## src/verilog/eic_map.vh

```
// register offsets, field positions, reset values and filter counts
`ifndef EIC_MAP_VH
`define EIC_MAP_VH

// register indices; byte address is four times the index
`define EIC_IDX_CTRL 10'h037
`define EIC_IDX_ENABLE 10'h038
`define EIC_IDX_LATCH 10'h039
`define EIC_IDX_MODE 10'h03A

// ext_irq_ctrl_reg fields
`define EIC_CTRL_L1_FILT 7
`define EIC_CTRL_L0_PIN 6
`define EIC_CTRL_L3_EDGE 3
`define EIC_CTRL_L2_EDGE 2
`define EIC_CTRL_L1_EDGE 1
`define EIC_CTRL_MASK 8'hCE
`define EIC_CTRL_RESET 8'h00

// enable register fields
`define EIC_EN_MASTER 0
`define EIC_EN_FLAG_LO 1
`define EIC_EN_VEC14_SEL 6
`define EIC_ENABLE_RESET 7'h00

// mode register fields
`define EIC_MODE_SLOW 0
`define EIC_MODE_TRAP_IRQ 1
`define EIC_MODE_RESET 2'h0

// filter times in clock periods as printed (fc); slow times in half fs periods
`define EIC_L05_REJ_FC 2
`define EIC_L05_ACC_FC 7
`define EIC_L1L_REJ_FC 63
`define EIC_L1L_ACC_FC 193
`define EIC_L1S_REJ_FC 15
`define EIC_L1S_ACC_FC 49
`define EIC_L23_REJ_FC 7
`define EIC_L23_ACC_FC 25
`define EIC_FS_REJ_HALF 2
`define EIC_FS_ACC_HALF 7
`define EIC_L1_SWITCH_FC 26
`define EIC_LATCH_EXTRA_FS 6

// chosen filter counts, each inside its reject..accept window
`define EIC_CNT_L05 8'h04
`define EIC_CNT_L1L 8'h80
`define EIC_CNT_L1S 8'h20
`define EIC_CNT_L23 8'h10
`define EIC_CNT_FS 8'h02

`endif

```

## src/verilog/eic_top.v

```verilog
// external interrupt conditioner with address trap routing and apb registers
// Functional notes
// - trapped fetch gives reset or trap interrupt
// - trap interrupt aborts running non-maskable service
// - five lines, each with noise filter
// - shared pin resets as port input
// - line 0 falls only, gated by select
// - lines 0,5 filter 2..7 fc, falling
// - line 1 reject 63 or 15 fc
// - line 1 accept 193 or 49 fc
// - lines 2,3 filter 7..25 fc
// - slow modes filter 1..3.5 fs
// - edge select bits 1..3, 1 falling
// - line enables need master and flag
// - latch set within accept plus 6 fs
// - output-use pins may fake requests
// - line 1 filter change within 26 fc
// - latch holds until accepted or cleared
`timescale 1ns/1ps
`include "eic_map.vh"
module eic_top (
    // clock and reset
    input wire ref_clk,
    input wire sys_rst,
    // apb slave
    input wire psel,
    input wire penable,
    input wire pwrite,
    input wire [11:0] paddr,
    input wire [31:0] pwdata,
    output reg [31:0] prdata,
    output reg pready,
    output reg pslverr,
    // external pins, asynchronous
    input wire extLine0Pin,
    input wire extLine1Pin,
    input wire extLine2Pin,
    input wire extLine3Pin,
    input wire extLine5Pin,
    input wire lowFreqClockPin,
    // core side
    input wire fetchTrapPulse,
    input wire nmiInService,
    input wire trapAck,
    input wire [4:0] irqAccept,
    // results
    output reg [4:0] irqRequest_r,
    output reg [4:0] irqLatch_r,
    output reg sharedPortIn_r,
    output reg addrTrapIrq_r,
    output reg trapAbort_r,
    output reg resetOut_r
);

// line vector order: 0 = line 0, 1 = line 1, 2 = line 2, 3 = line 3, 4 = line 5
localparam L0 = 0;
localparam L1 = 1;
localparam L2 = 2;
localparam L3 = 3;
localparam L5 = 4;

// apb access states
localparam ST_IDLE = 2'b01;
localparam ST_DONE = 2'b10;

reg [1:0] apbState_r;
reg [1:0] apbState_nxt;

// control registers
reg [7:0] ctrlReg_r;
reg [6:0] enableReg_r;
reg [1:0] modeReg_r;
reg [4:0] latch_nxt;

// pin synchronisers
reg [4:0] pinMeta_r;
reg [4:0] pinSync_r;
reg lfcMeta_r;
reg lfcSync_r;
reg lfcPrev_r;

wire [4:0] pinRaw;
wire [4:0] riseEdge;
wire [4:0] fallEdge;
wire [4:0] lineLevel;
wire [4:0] edgeHit;
wire [4:0] enableFlags;
wire [39:0] acceptCounts;
wire sampleTick;
wire slowMode;
wire line0PinSel;
wire [7:0] line1Count;
wire [7:0] fastCountL05;
wire [7:0] fastCountL23;
wire [7:0] slowCount;

// apb decode
wire [9:0] regIndex;
wire wordAligned;
wire hitCtrl;
wire hitEnable;
wire hitLatch;
wire hitMode;
wire hitAny;
wire accessNow;
wire writeNow;
reg [31:0] readMux;

assign pinRaw = {extLine5Pin, extLine3Pin, extLine2Pin, extLine1Pin, extLine0Pin};

always @(posedge ref_clk) begin
    if (sys_rst) begin
        pinMeta_r <= 5'h1F;
        pinSync_r <= 5'h1F;
        lfcMeta_r <= 1'b0;
        lfcSync_r <= 1'b0;
        lfcPrev_r <= 1'b0;
    end else begin
        pinMeta_r <= pinRaw;
        pinSync_r <= pinMeta_r;
        lfcMeta_r <= lowFreqClockPin;
        lfcSync_r <= lfcMeta_r;
        lfcPrev_r <= lfcSync_r;
    end
end

assign slowMode = modeReg_r[`EIC_MODE_SLOW];
assign line0PinSel = ctrlReg_r[`EIC_CTRL_L0_PIN];

// slow modes sample on low clock
assign sampleTick = slowMode ? (lfcSync_r & ~lfcPrev_r) : 1'b1;

assign fastCountL05 = `EIC_CNT_L05;
assign fastCountL23 = `EIC_CNT_L23;
assign slowCount = `EIC_CNT_FS;

assign line1Count = ctrlReg_r[`EIC_CTRL_L1_FILT] ? `EIC_CNT_L1S : `EIC_CNT_L1L;

assign acceptCounts[8*L0 +: 8] = slowMode ? slowCount : fastCountL05;
assign acceptCounts[8*L1 +: 8] = slowMode ? slowCount : line1Count;
assign acceptCounts[8*L2 +: 8] = slowMode ? slowCount : fastCountL23;
assign acceptCounts[8*L3 +: 8] = slowMode ? slowCount : fastCountL23;
assign acceptCounts[8*L5 +: 8] = slowMode ? slowCount : fastCountL05;

genvar gi;
generate
    for (gi = 0; gi < 5; gi = gi + 1) begin : g_filt
        eic_noise_filter u_filt (
            .ref_clk(ref_clk),
            .sys_rst(sys_rst),
            .lineIn(pinSync_r[gi]),
            .sampleTick(sampleTick),
            .acceptCount(acceptCounts[8*gi +: 8]),
            .lineLevel_r(lineLevel[gi]),
            .riseEdge_r(riseEdge[gi]),
            .fallEdge_r(fallEdge[gi])
        );
    end
endgenerate

// line 0 falling only, pin select gates
// lines 1-3 edge by select bit
assign edgeHit[L0] = fallEdge[L0] & line0PinSel;
assign edgeHit[L1] = ctrlReg_r[`EIC_CTRL_L1_EDGE] ? fallEdge[L1] : riseEdge[L1];
assign edgeHit[L2] = ctrlReg_r[`EIC_CTRL_L2_EDGE] ? fallEdge[L2] : riseEdge[L2];
assign edgeHit[L3] = ctrlReg_r[`EIC_CTRL_L3_EDGE] ? fallEdge[L3] : riseEdge[L3];
assign edgeHit[L5] = fallEdge[L5];

// apb address decode
assign regIndex = paddr[11:2];
assign wordAligned = (paddr[1:0] == 2'b00);
assign hitCtrl = wordAligned & (regIndex == `EIC_IDX_CTRL);
assign hitEnable = wordAligned & (regIndex == `EIC_IDX_ENABLE);
assign hitLatch = wordAligned & (regIndex == `EIC_IDX_LATCH);
assign hitMode = wordAligned & (regIndex == `EIC_IDX_MODE);
assign hitAny = hitCtrl | hitEnable | hitLatch | hitMode;
assign accessNow = psel & penable & (apbState_r == ST_IDLE);
assign writeNow = psel & penable & pready & pwrite & hitAny;

always @* begin
    readMux = 32'h0000_0000;
    if (hitCtrl) begin
        readMux[7:0] = ctrlReg_r & `EIC_CTRL_MASK;
    end else if (hitEnable) begin
        readMux[6:0] = enableReg_r;
    end else if (hitLatch) begin
        readMux[4:0] = irqLatch_r;
    end else if (hitMode) begin
        readMux[1:0] = modeReg_r;
    end
end

// one wait state: answer comes one cycle into the access phase
always @* begin
    apbState_nxt = apbState_r;
    case (apbState_r)
        ST_IDLE: begin
            if (accessNow) begin
                apbState_nxt = ST_DONE;
            end
        end
        ST_DONE: begin
            apbState_nxt = ST_IDLE;
        end
        default: begin
            apbState_nxt = ST_IDLE;
        end
    endcase
end

always @(posedge ref_clk) begin
    if (sys_rst) begin
        apbState_r <= ST_IDLE;
        pready <= 1'b0;
        pslverr <= 1'b0;
        prdata <= 32'h0000_0000;
    end else begin
        apbState_r <= apbState_nxt;
        pready <= accessNow;
        pslverr <= accessNow & ~hitAny;
        if (accessNow & ~pwrite) begin
            prdata <= readMux;
        end
    end
end

// writes commit only at the edge that shows pready, as the master sees it
// shared pin comes up as port input
always @(posedge ref_clk) begin
    if (sys_rst) begin
        ctrlReg_r <= `EIC_CTRL_RESET;
        enableReg_r <= `EIC_ENABLE_RESET;
        modeReg_r <= `EIC_MODE_RESET;
    end else if (writeNow) begin
        if (hitCtrl) begin
            ctrlReg_r <= pwdata[7:0] & `EIC_CTRL_MASK;
        end
        if (hitEnable) begin
            enableReg_r <= pwdata[6:0];
        end
        if (hitMode) begin
            modeReg_r <= pwdata[1:0];
        end
    end
end

// latch holds until accept or clear
// software writes 0 to clear; writing 1 does nothing, so no false set
always @* begin
    latch_nxt = irqLatch_r & ~irqAccept;
    if (writeNow & hitLatch) begin
        latch_nxt = latch_nxt & pwdata[4:0];
    end
    latch_nxt = latch_nxt | edgeHit;
end

always @(posedge ref_clk) begin
    if (sys_rst) begin
        irqLatch_r <= 5'h00;
    end else begin
        irqLatch_r <= latch_nxt;
    end
end

assign enableFlags = enableReg_r[`EIC_EN_FLAG_LO +: 5];

always @(posedge ref_clk) begin
    if (sys_rst) begin
        irqRequest_r <= 5'h00;
    end else begin
        irqRequest_r[L0] <= enableReg_r[`EIC_EN_MASTER] & enableFlags[L0] & line0PinSel & irqLatch_r[L0];
        irqRequest_r[L1] <= enableReg_r[`EIC_EN_MASTER] & enableFlags[L1] & irqLatch_r[L1];
        irqRequest_r[L2] <= enableReg_r[`EIC_EN_MASTER] & enableFlags[L2] & irqLatch_r[L2];
        irqRequest_r[L3] <= enableReg_r[`EIC_EN_MASTER] & enableFlags[L3] & ~enableReg_r[`EIC_EN_VEC14_SEL]
            & irqLatch_r[L3];
        irqRequest_r[L5] <= enableReg_r[`EIC_EN_MASTER] & enableFlags[L5] & irqLatch_r[L5];
    end
end

// port reads the pin whether or not line 0 is selected
always @(posedge ref_clk) begin
    if (sys_rst) begin
        sharedPortIn_r <= 1'b1;
    end else begin
        sharedPortIn_r <= pinSync_r[L0];
    end
end

// address trap: routed by the mode bit standing in for watchdog control
always @(posedge ref_clk) begin
    if (sys_rst) begin
        addrTrapIrq_r <= 1'b0;
        trapAbort_r <= 1'b0;
        resetOut_r <= 1'b0;
    end else begin
        resetOut_r <= fetchTrapPulse & ~modeReg_r[`EIC_MODE_TRAP_IRQ];
        if (fetchTrapPulse & modeReg_r[`EIC_MODE_TRAP_IRQ]) begin
            addrTrapIrq_r <= 1'b1;
        end else if (trapAck) begin
            addrTrapIrq_r <= 1'b0;
        end
        trapAbort_r <= fetchTrapPulse & modeReg_r[`EIC_MODE_TRAP_IRQ] & nmiInService;
    end
end

endmodule

```

## src/verilog/eic_noise_filter.v

```verilog
// digital noise filter with edge pulses for one interrupt line
`timescale 1ns/1ps
module eic_noise_filter (
    // clock and reset
    input wire ref_clk,
    input wire sys_rst,
    // sampled line and sample strobe
    input wire lineIn,
    input wire sampleTick,
    input wire [7:0] acceptCount,
    // filtered results
    output reg lineLevel_r,
    output reg riseEdge_r,
    output reg fallEdge_r
);

reg [7:0] stableCnt_r;

always @(posedge ref_clk) begin
    if (sys_rst) begin
        lineLevel_r <= 1'b1;
        stableCnt_r <= 8'h00;
        riseEdge_r <= 1'b0;
        fallEdge_r <= 1'b0;
    end else begin
        riseEdge_r <= 1'b0;
        fallEdge_r <= 1'b0;
        // a level differing for acceptCount samples is taken; any bounce restarts
        if (lineIn == lineLevel_r) begin
            stableCnt_r <= 8'h00;
        end else if (sampleTick) begin
            if (stableCnt_r >= acceptCount - 8'h01) begin
                lineLevel_r <= lineIn;
                stableCnt_r <= 8'h00;
                riseEdge_r <= lineIn;
                fallEdge_r <= ~lineIn;
            end else begin
                stableCnt_r <= stableCnt_r + 8'h01;
            end
        end
    end
end

endmodule

```

## config.mk

```make
export PLATFORM = sky130hd
export DESIGN_NAME = eic_top
export DESIGN_NICKNAME = d
export VERILOG_FILES = /design/src/verilog/eic_top.v /design/src/verilog/eic_noise_filter.v
export VERILOG_INCLUDE_DIRS = /design/src /design/src/verilog
export SDC_FILE = /design/constraint.sdc
export NUM_CORES = 1
export LEC_CHECK = 0
export BUFFER_PORTS_ARGS = -buffer_cell sky130_fd_sc_hd__buf_4
export CAP_MARGIN = 10
export CORE_MARGIN = 10
export CORE_UTILIZATION = 56
export CTS_BUF_LIST = sky130_fd_sc_hd__clkbuf_4
export DETAILED_ROUTE_END_ITERATION = 7
export PLACE_DENSITY = 0.82
export REMOVE_ABC_BUFFERS = 1
export SLEW_MARGIN = 25
export SYNTH_ARGS = -nofsm -noshare
export SYNTH_HDL_FRONTEND = slang
export SYNTH_SLANG_ARGS = --single-unit
export TNS_END_PERCENT = 100
```

## constraint.sdc

```tcl
create_clock -name ref_clk -period 3.4 [get_ports ref_clk]
set_input_delay 1.02 -clock ref_clk [delete_from_list [all_inputs] [get_ports ref_clk]]
set_output_delay 1.02 -clock ref_clk [all_outputs]
set_load 0.01 [all_outputs]
```

==> impl_metrics.tcl <==
set metrics [dict create \
    status "complete, no violations" \
    vdd_drop_max_uv 232 \
    place_area_sq_um 5300 \
    vias 3908 \
    cap_violations 0 \
    yosysWarnings 0 \
    period_minus_slack_ns 2.53 \
    pin_count 111 \
    core_area_sq_um 8340 \
    cp-start-kind "register" \
    cts_resized 0 \
    reg2regPathDepth 7 \
    synth_top_area_frac 0.436 \
    power_leakage_nw 2.21 \
    fp.dieArea_sq_um 12800 \
    crit_family "compound AO/OA/AOI/OAI gates" \
    fin_area_sq_um 5460 \
    swShare 0.223 \
    cp_max_fo 26 \
    overflow 0 \
    cts_max_level 3 \
    cts_setup_buffers 0 \
    ys_types 54 \
    postCtsHoldBufs 0 \
    antenna_found_initial 0 \
    arrival_ns 2.86 \
    cp.depth 7 \
    hold_path.class "register to register" \
    required_ns 3.74 \
    grtUsageTotal 0.161 \
    first_pass_iters 5 \
    ys_seq_elements 106 \
    die_w_microns 113 \
    antenna_left 0 \
    cp_cell_sequence "buf_4 -> or2_2 -> ha_1 -> a21oi_1 -> o21ai_0 -> o211a_1 -> and3_1" \
    post-route-period-util 0.743 \
    slew_viol_final 0 \
    clk_pin_slew_ns 0.15 \
    grt_setup_unrepaired "no" \
    numCtsBuffers 9 \
    worstReg2RegStart "modeReg_r[0]$_SDFFE_PP0P_" \
    grt_pass1_vias 3811 \
    std_cell_rows 33 \
    hold_violations 0 \
    combPwrFrac 0.055 \
    clk_path_buf_depth 2 \
    syn_area_per_cell_sq_um 9.33 \
    r2r_end "g_filt[1].u_filt.riseEdge_r$_SDFF_PP0_" \
    synthTopCellsByArea "dfxtp_1 (44%), ha_1 (5.1%), mux2i_1 (4.7%)" \
    syn_to_final_growth_pct 12.1 \
    ys_async_sr_fraction 0 \
    p_switching_mw 0.465 \
    synth_edf_count 0 \
    setup_tns_ns 0 \
    powerDensity_nw_per_um2 381 \
    pwr-share-seq 0.606 \
    stdcell_count 686 \
    syn_area_sq_um 4870 \
    intPower_mw 1.62 \
    hpwl_microns 7820 \
    pwr-share-clk 0.339 \
    clk_latency_ns 0.44 \
    vias_per_cell 5.70 \
    drt-wirelength-per-cell_microns 15.4 \
    grt_max_degree 55 \
    clock_skew_ns 0.0154 \
    crit_path_max_incr_delay_ns 0.63 \
    clock_sinks 106 \
    synthCells 522 \
    cp.buffers_inverters 1 \
    place_congestion 0.863 \
    setup_viol 0 \
    wirelength_microns 10600 \
    cp_slowest_cell "dfxtp_1" \
    port-buffer-count 62 \
    cts_root_buf "clkbuf_4" \
    drive_above_1_share 0.177 \
    ys.flop_type "dfxtp_1" \
    drc_errors 0 \
    drt_iter0_drc 235 \
    die_y_microns 113 \
    crit_start "modeReg_r[0]$_SDFFE_PP0P_" \
    diodes 0 \
    start_util 0.584 \
    maxSlewHeadroom 0.394 \
    max_freq_mhz 396 \
    final_nets 659 \
    endpoint "g_filt[1].u_filt.riseEdge_r$_SDFF_PP0_" \
    endpoint_kind "register" \
    grt_pass1_wl_microns 17500 \
    worst_pin_slew_ns 0.907 \
    cts_tree "built" \
    timing.reg2reg.setup_slack_ns 0.87 \
    place_inst 670 \
    yosysSeqAreaShare 0.436 \
    synth_top_cell_by_area "dfxtp_1" \
    crit_type "register to register" \
]
metal layers:
layer  routed length [microns]  GRT usage  vias to the layer above
met5                         0          0                        -
met3                       828     0.0491                       14
met4                       117     0.0525                        0
met2                      4930      0.261                      147
met1                      4700      0.198                     1811
li1                          -          -                     1936
worst register-to-register path, delay by kind of cell (launching register included):
family / cells / cell delay (ns)
flops: 1 / 0.63
simple gates: 2 / 0.54
buf+inv: 1 / 0.33
fa+ha+maj: 1 / 0.20
compound gates: 3 / 0.72
state kept, by name, indices dropped and copies added (netlist names), 5 cells and up:
register and flops:
g_filt.u_filt.stableCnt_r 40, prdata 8, g_filt.u_filt.lineLevel_r 5, irqLatch_r 5, enableReg_r 7, ctrlReg_r 5
g_filt.u_filt.fallEdge_r 5, pinSync_r 5, pinMeta_r 5, irqRequest_r 5
per-stage QoR:
step                setup WS (ns)  hold slack, ns  total power, mW  utilization
detailed placement          0.582           0.393             1.40        0.635
CTS                         0.895           0.426             2.10        0.655
floorplan                   0.921           0.389             1.33            -
global route                0.716           0.443             2.16        0.655
global placement            0.591           0.391             1.40        0.635
finish                      0.872           0.426             2.08        0.655
power groups by stage:
stage / Clock, mW / Combinational, mW / Sequential (mW)
global route: 0.772 / 0.125 / 1.26
floorplan: 0 / 0.0465 / 1.29
detailed placement: 0 / 0.112 / 1.29
CTS: 0.727 / 0.113 / 1.26
finish: 0.706 / 0.114 / 1.26
global placement: 0 / 0.110 / 1.29
worst min path at each step:
stage                                        from                 endpoint  slack (ns)  cells past startpoint
after CTS                 pinMeta_r[2]$_SDFF_PP1_  pinSync_r[2]$_SDFF_PP1_        0.43                      1
after global routing      pinMeta_r[2]$_SDFF_PP1_  pinSync_r[2]$_SDFF_PP1_        0.44                      1
after global placement    pinMeta_r[0]$_SDFF_PP1_  pinSync_r[0]$_SDFF_PP1_        0.39                      1
after floorplan           pinMeta_r[0]$_SDFF_PP1_  pinSync_r[0]$_SDFF_PP1_        0.39                      1
after detailed placement  pinMeta_r[2]$_SDFF_PP1_  pinSync_r[2]$_SDFF_PP1_        0.39                      1
final                     pinMeta_r[2]$_SDFF_PP1_  pinSync_r[2]$_SDFF_PP1_        0.43                      1
cell type report:
| type | count | area (sq um) |
|---|---|---|
| sequential | 106 | 2120 |
| fill | 697 | 2880 |
| tap | 105 | 131 |
| multi-input combinational | 382 | 2510 |
| clock buffer | 11 | 82.6 |
| clock inverter | 5 | 78.8 |
| inverter | 11 | 41.3 |
| timing repair buffer | 66 | 495 |
layout by cell type, fill, tap and decap left out, drive strengths merged, types with 4 or more instances in the layout:
| cell type | Yosys | routed |
|---|---|---|
| and4 | 5 | 5 |
| nand3 | 7 | 7 |
| and3 | 12 | 12 |
| clkbuf | 16 | 11 |
| a32oi | 5 | 5 |
| conb | 2 | 25 |
| o21ai | 16 | 16 |
| dfxtp | 106 | 106 |
| nor3 | 26 | 26 |
| nand2 | 41 | 41 |
| nor4 | 6 | 6 |
| nand2b | 4 | 4 |
| mux2i | 23 | 23 |
| nor3b | 4 | 4 |
| or2 | 13 | 13 |
| a31oi | 4 | 4 |
| buf | 30 | 66 |
| inv | 11 | 11 |
| a21oi | 21 | 21 |
| a211oi | 10 | 10 |
| ha | 20 | 20 |
| xnor2 | 20 | 20 |
| xor2 | 7 | 7 |
| a2111oi | 5 | 5 |
| nor2 | 46 | 46 |
| a41oi | 5 | 5 |
| nand4 | 10 | 10 |
| nor2b | 11 | 11 |
cells in the mapped netlist, types with 4 or more instances:
cell type / count
dfxtp_1: 106
nor2_1: 46
nand2_1: 41
nor3_1: 26
buf_4: 24
mux2i_1: 23
a21oi_1: 21
ha_1: 20
xnor2_1: 20
o21ai_0: 16
clkbuf_1: 15
or2_2: 13
and3_1: 12
inv_1: 11
nor2b_1: 11
a211oi_1: 10
nand4_1: 9
nand3_1: 7
xor2_1: 7
a2111oi_0: 5
a32oi_1: 5
a41oi_1: 5
and4_1: 5
a31oi_1: 4
nand2b_1: 4
nor3b_1: 4
logic make-up after synthesis:
group,after synthesis,synth area share
adders and majority gates,20,0.0514
xor gates and xnor gates,27,0.0485
other,2,0.00154
and+or+nand+nor,204,0.233
muxes,23,0.0473
DFF,106,0.436
AOI/OAI and AO/OA,83,0.116
buffers and inverters,57,0.0668
No activity file was read; power rests on OpenSTA's default activity.
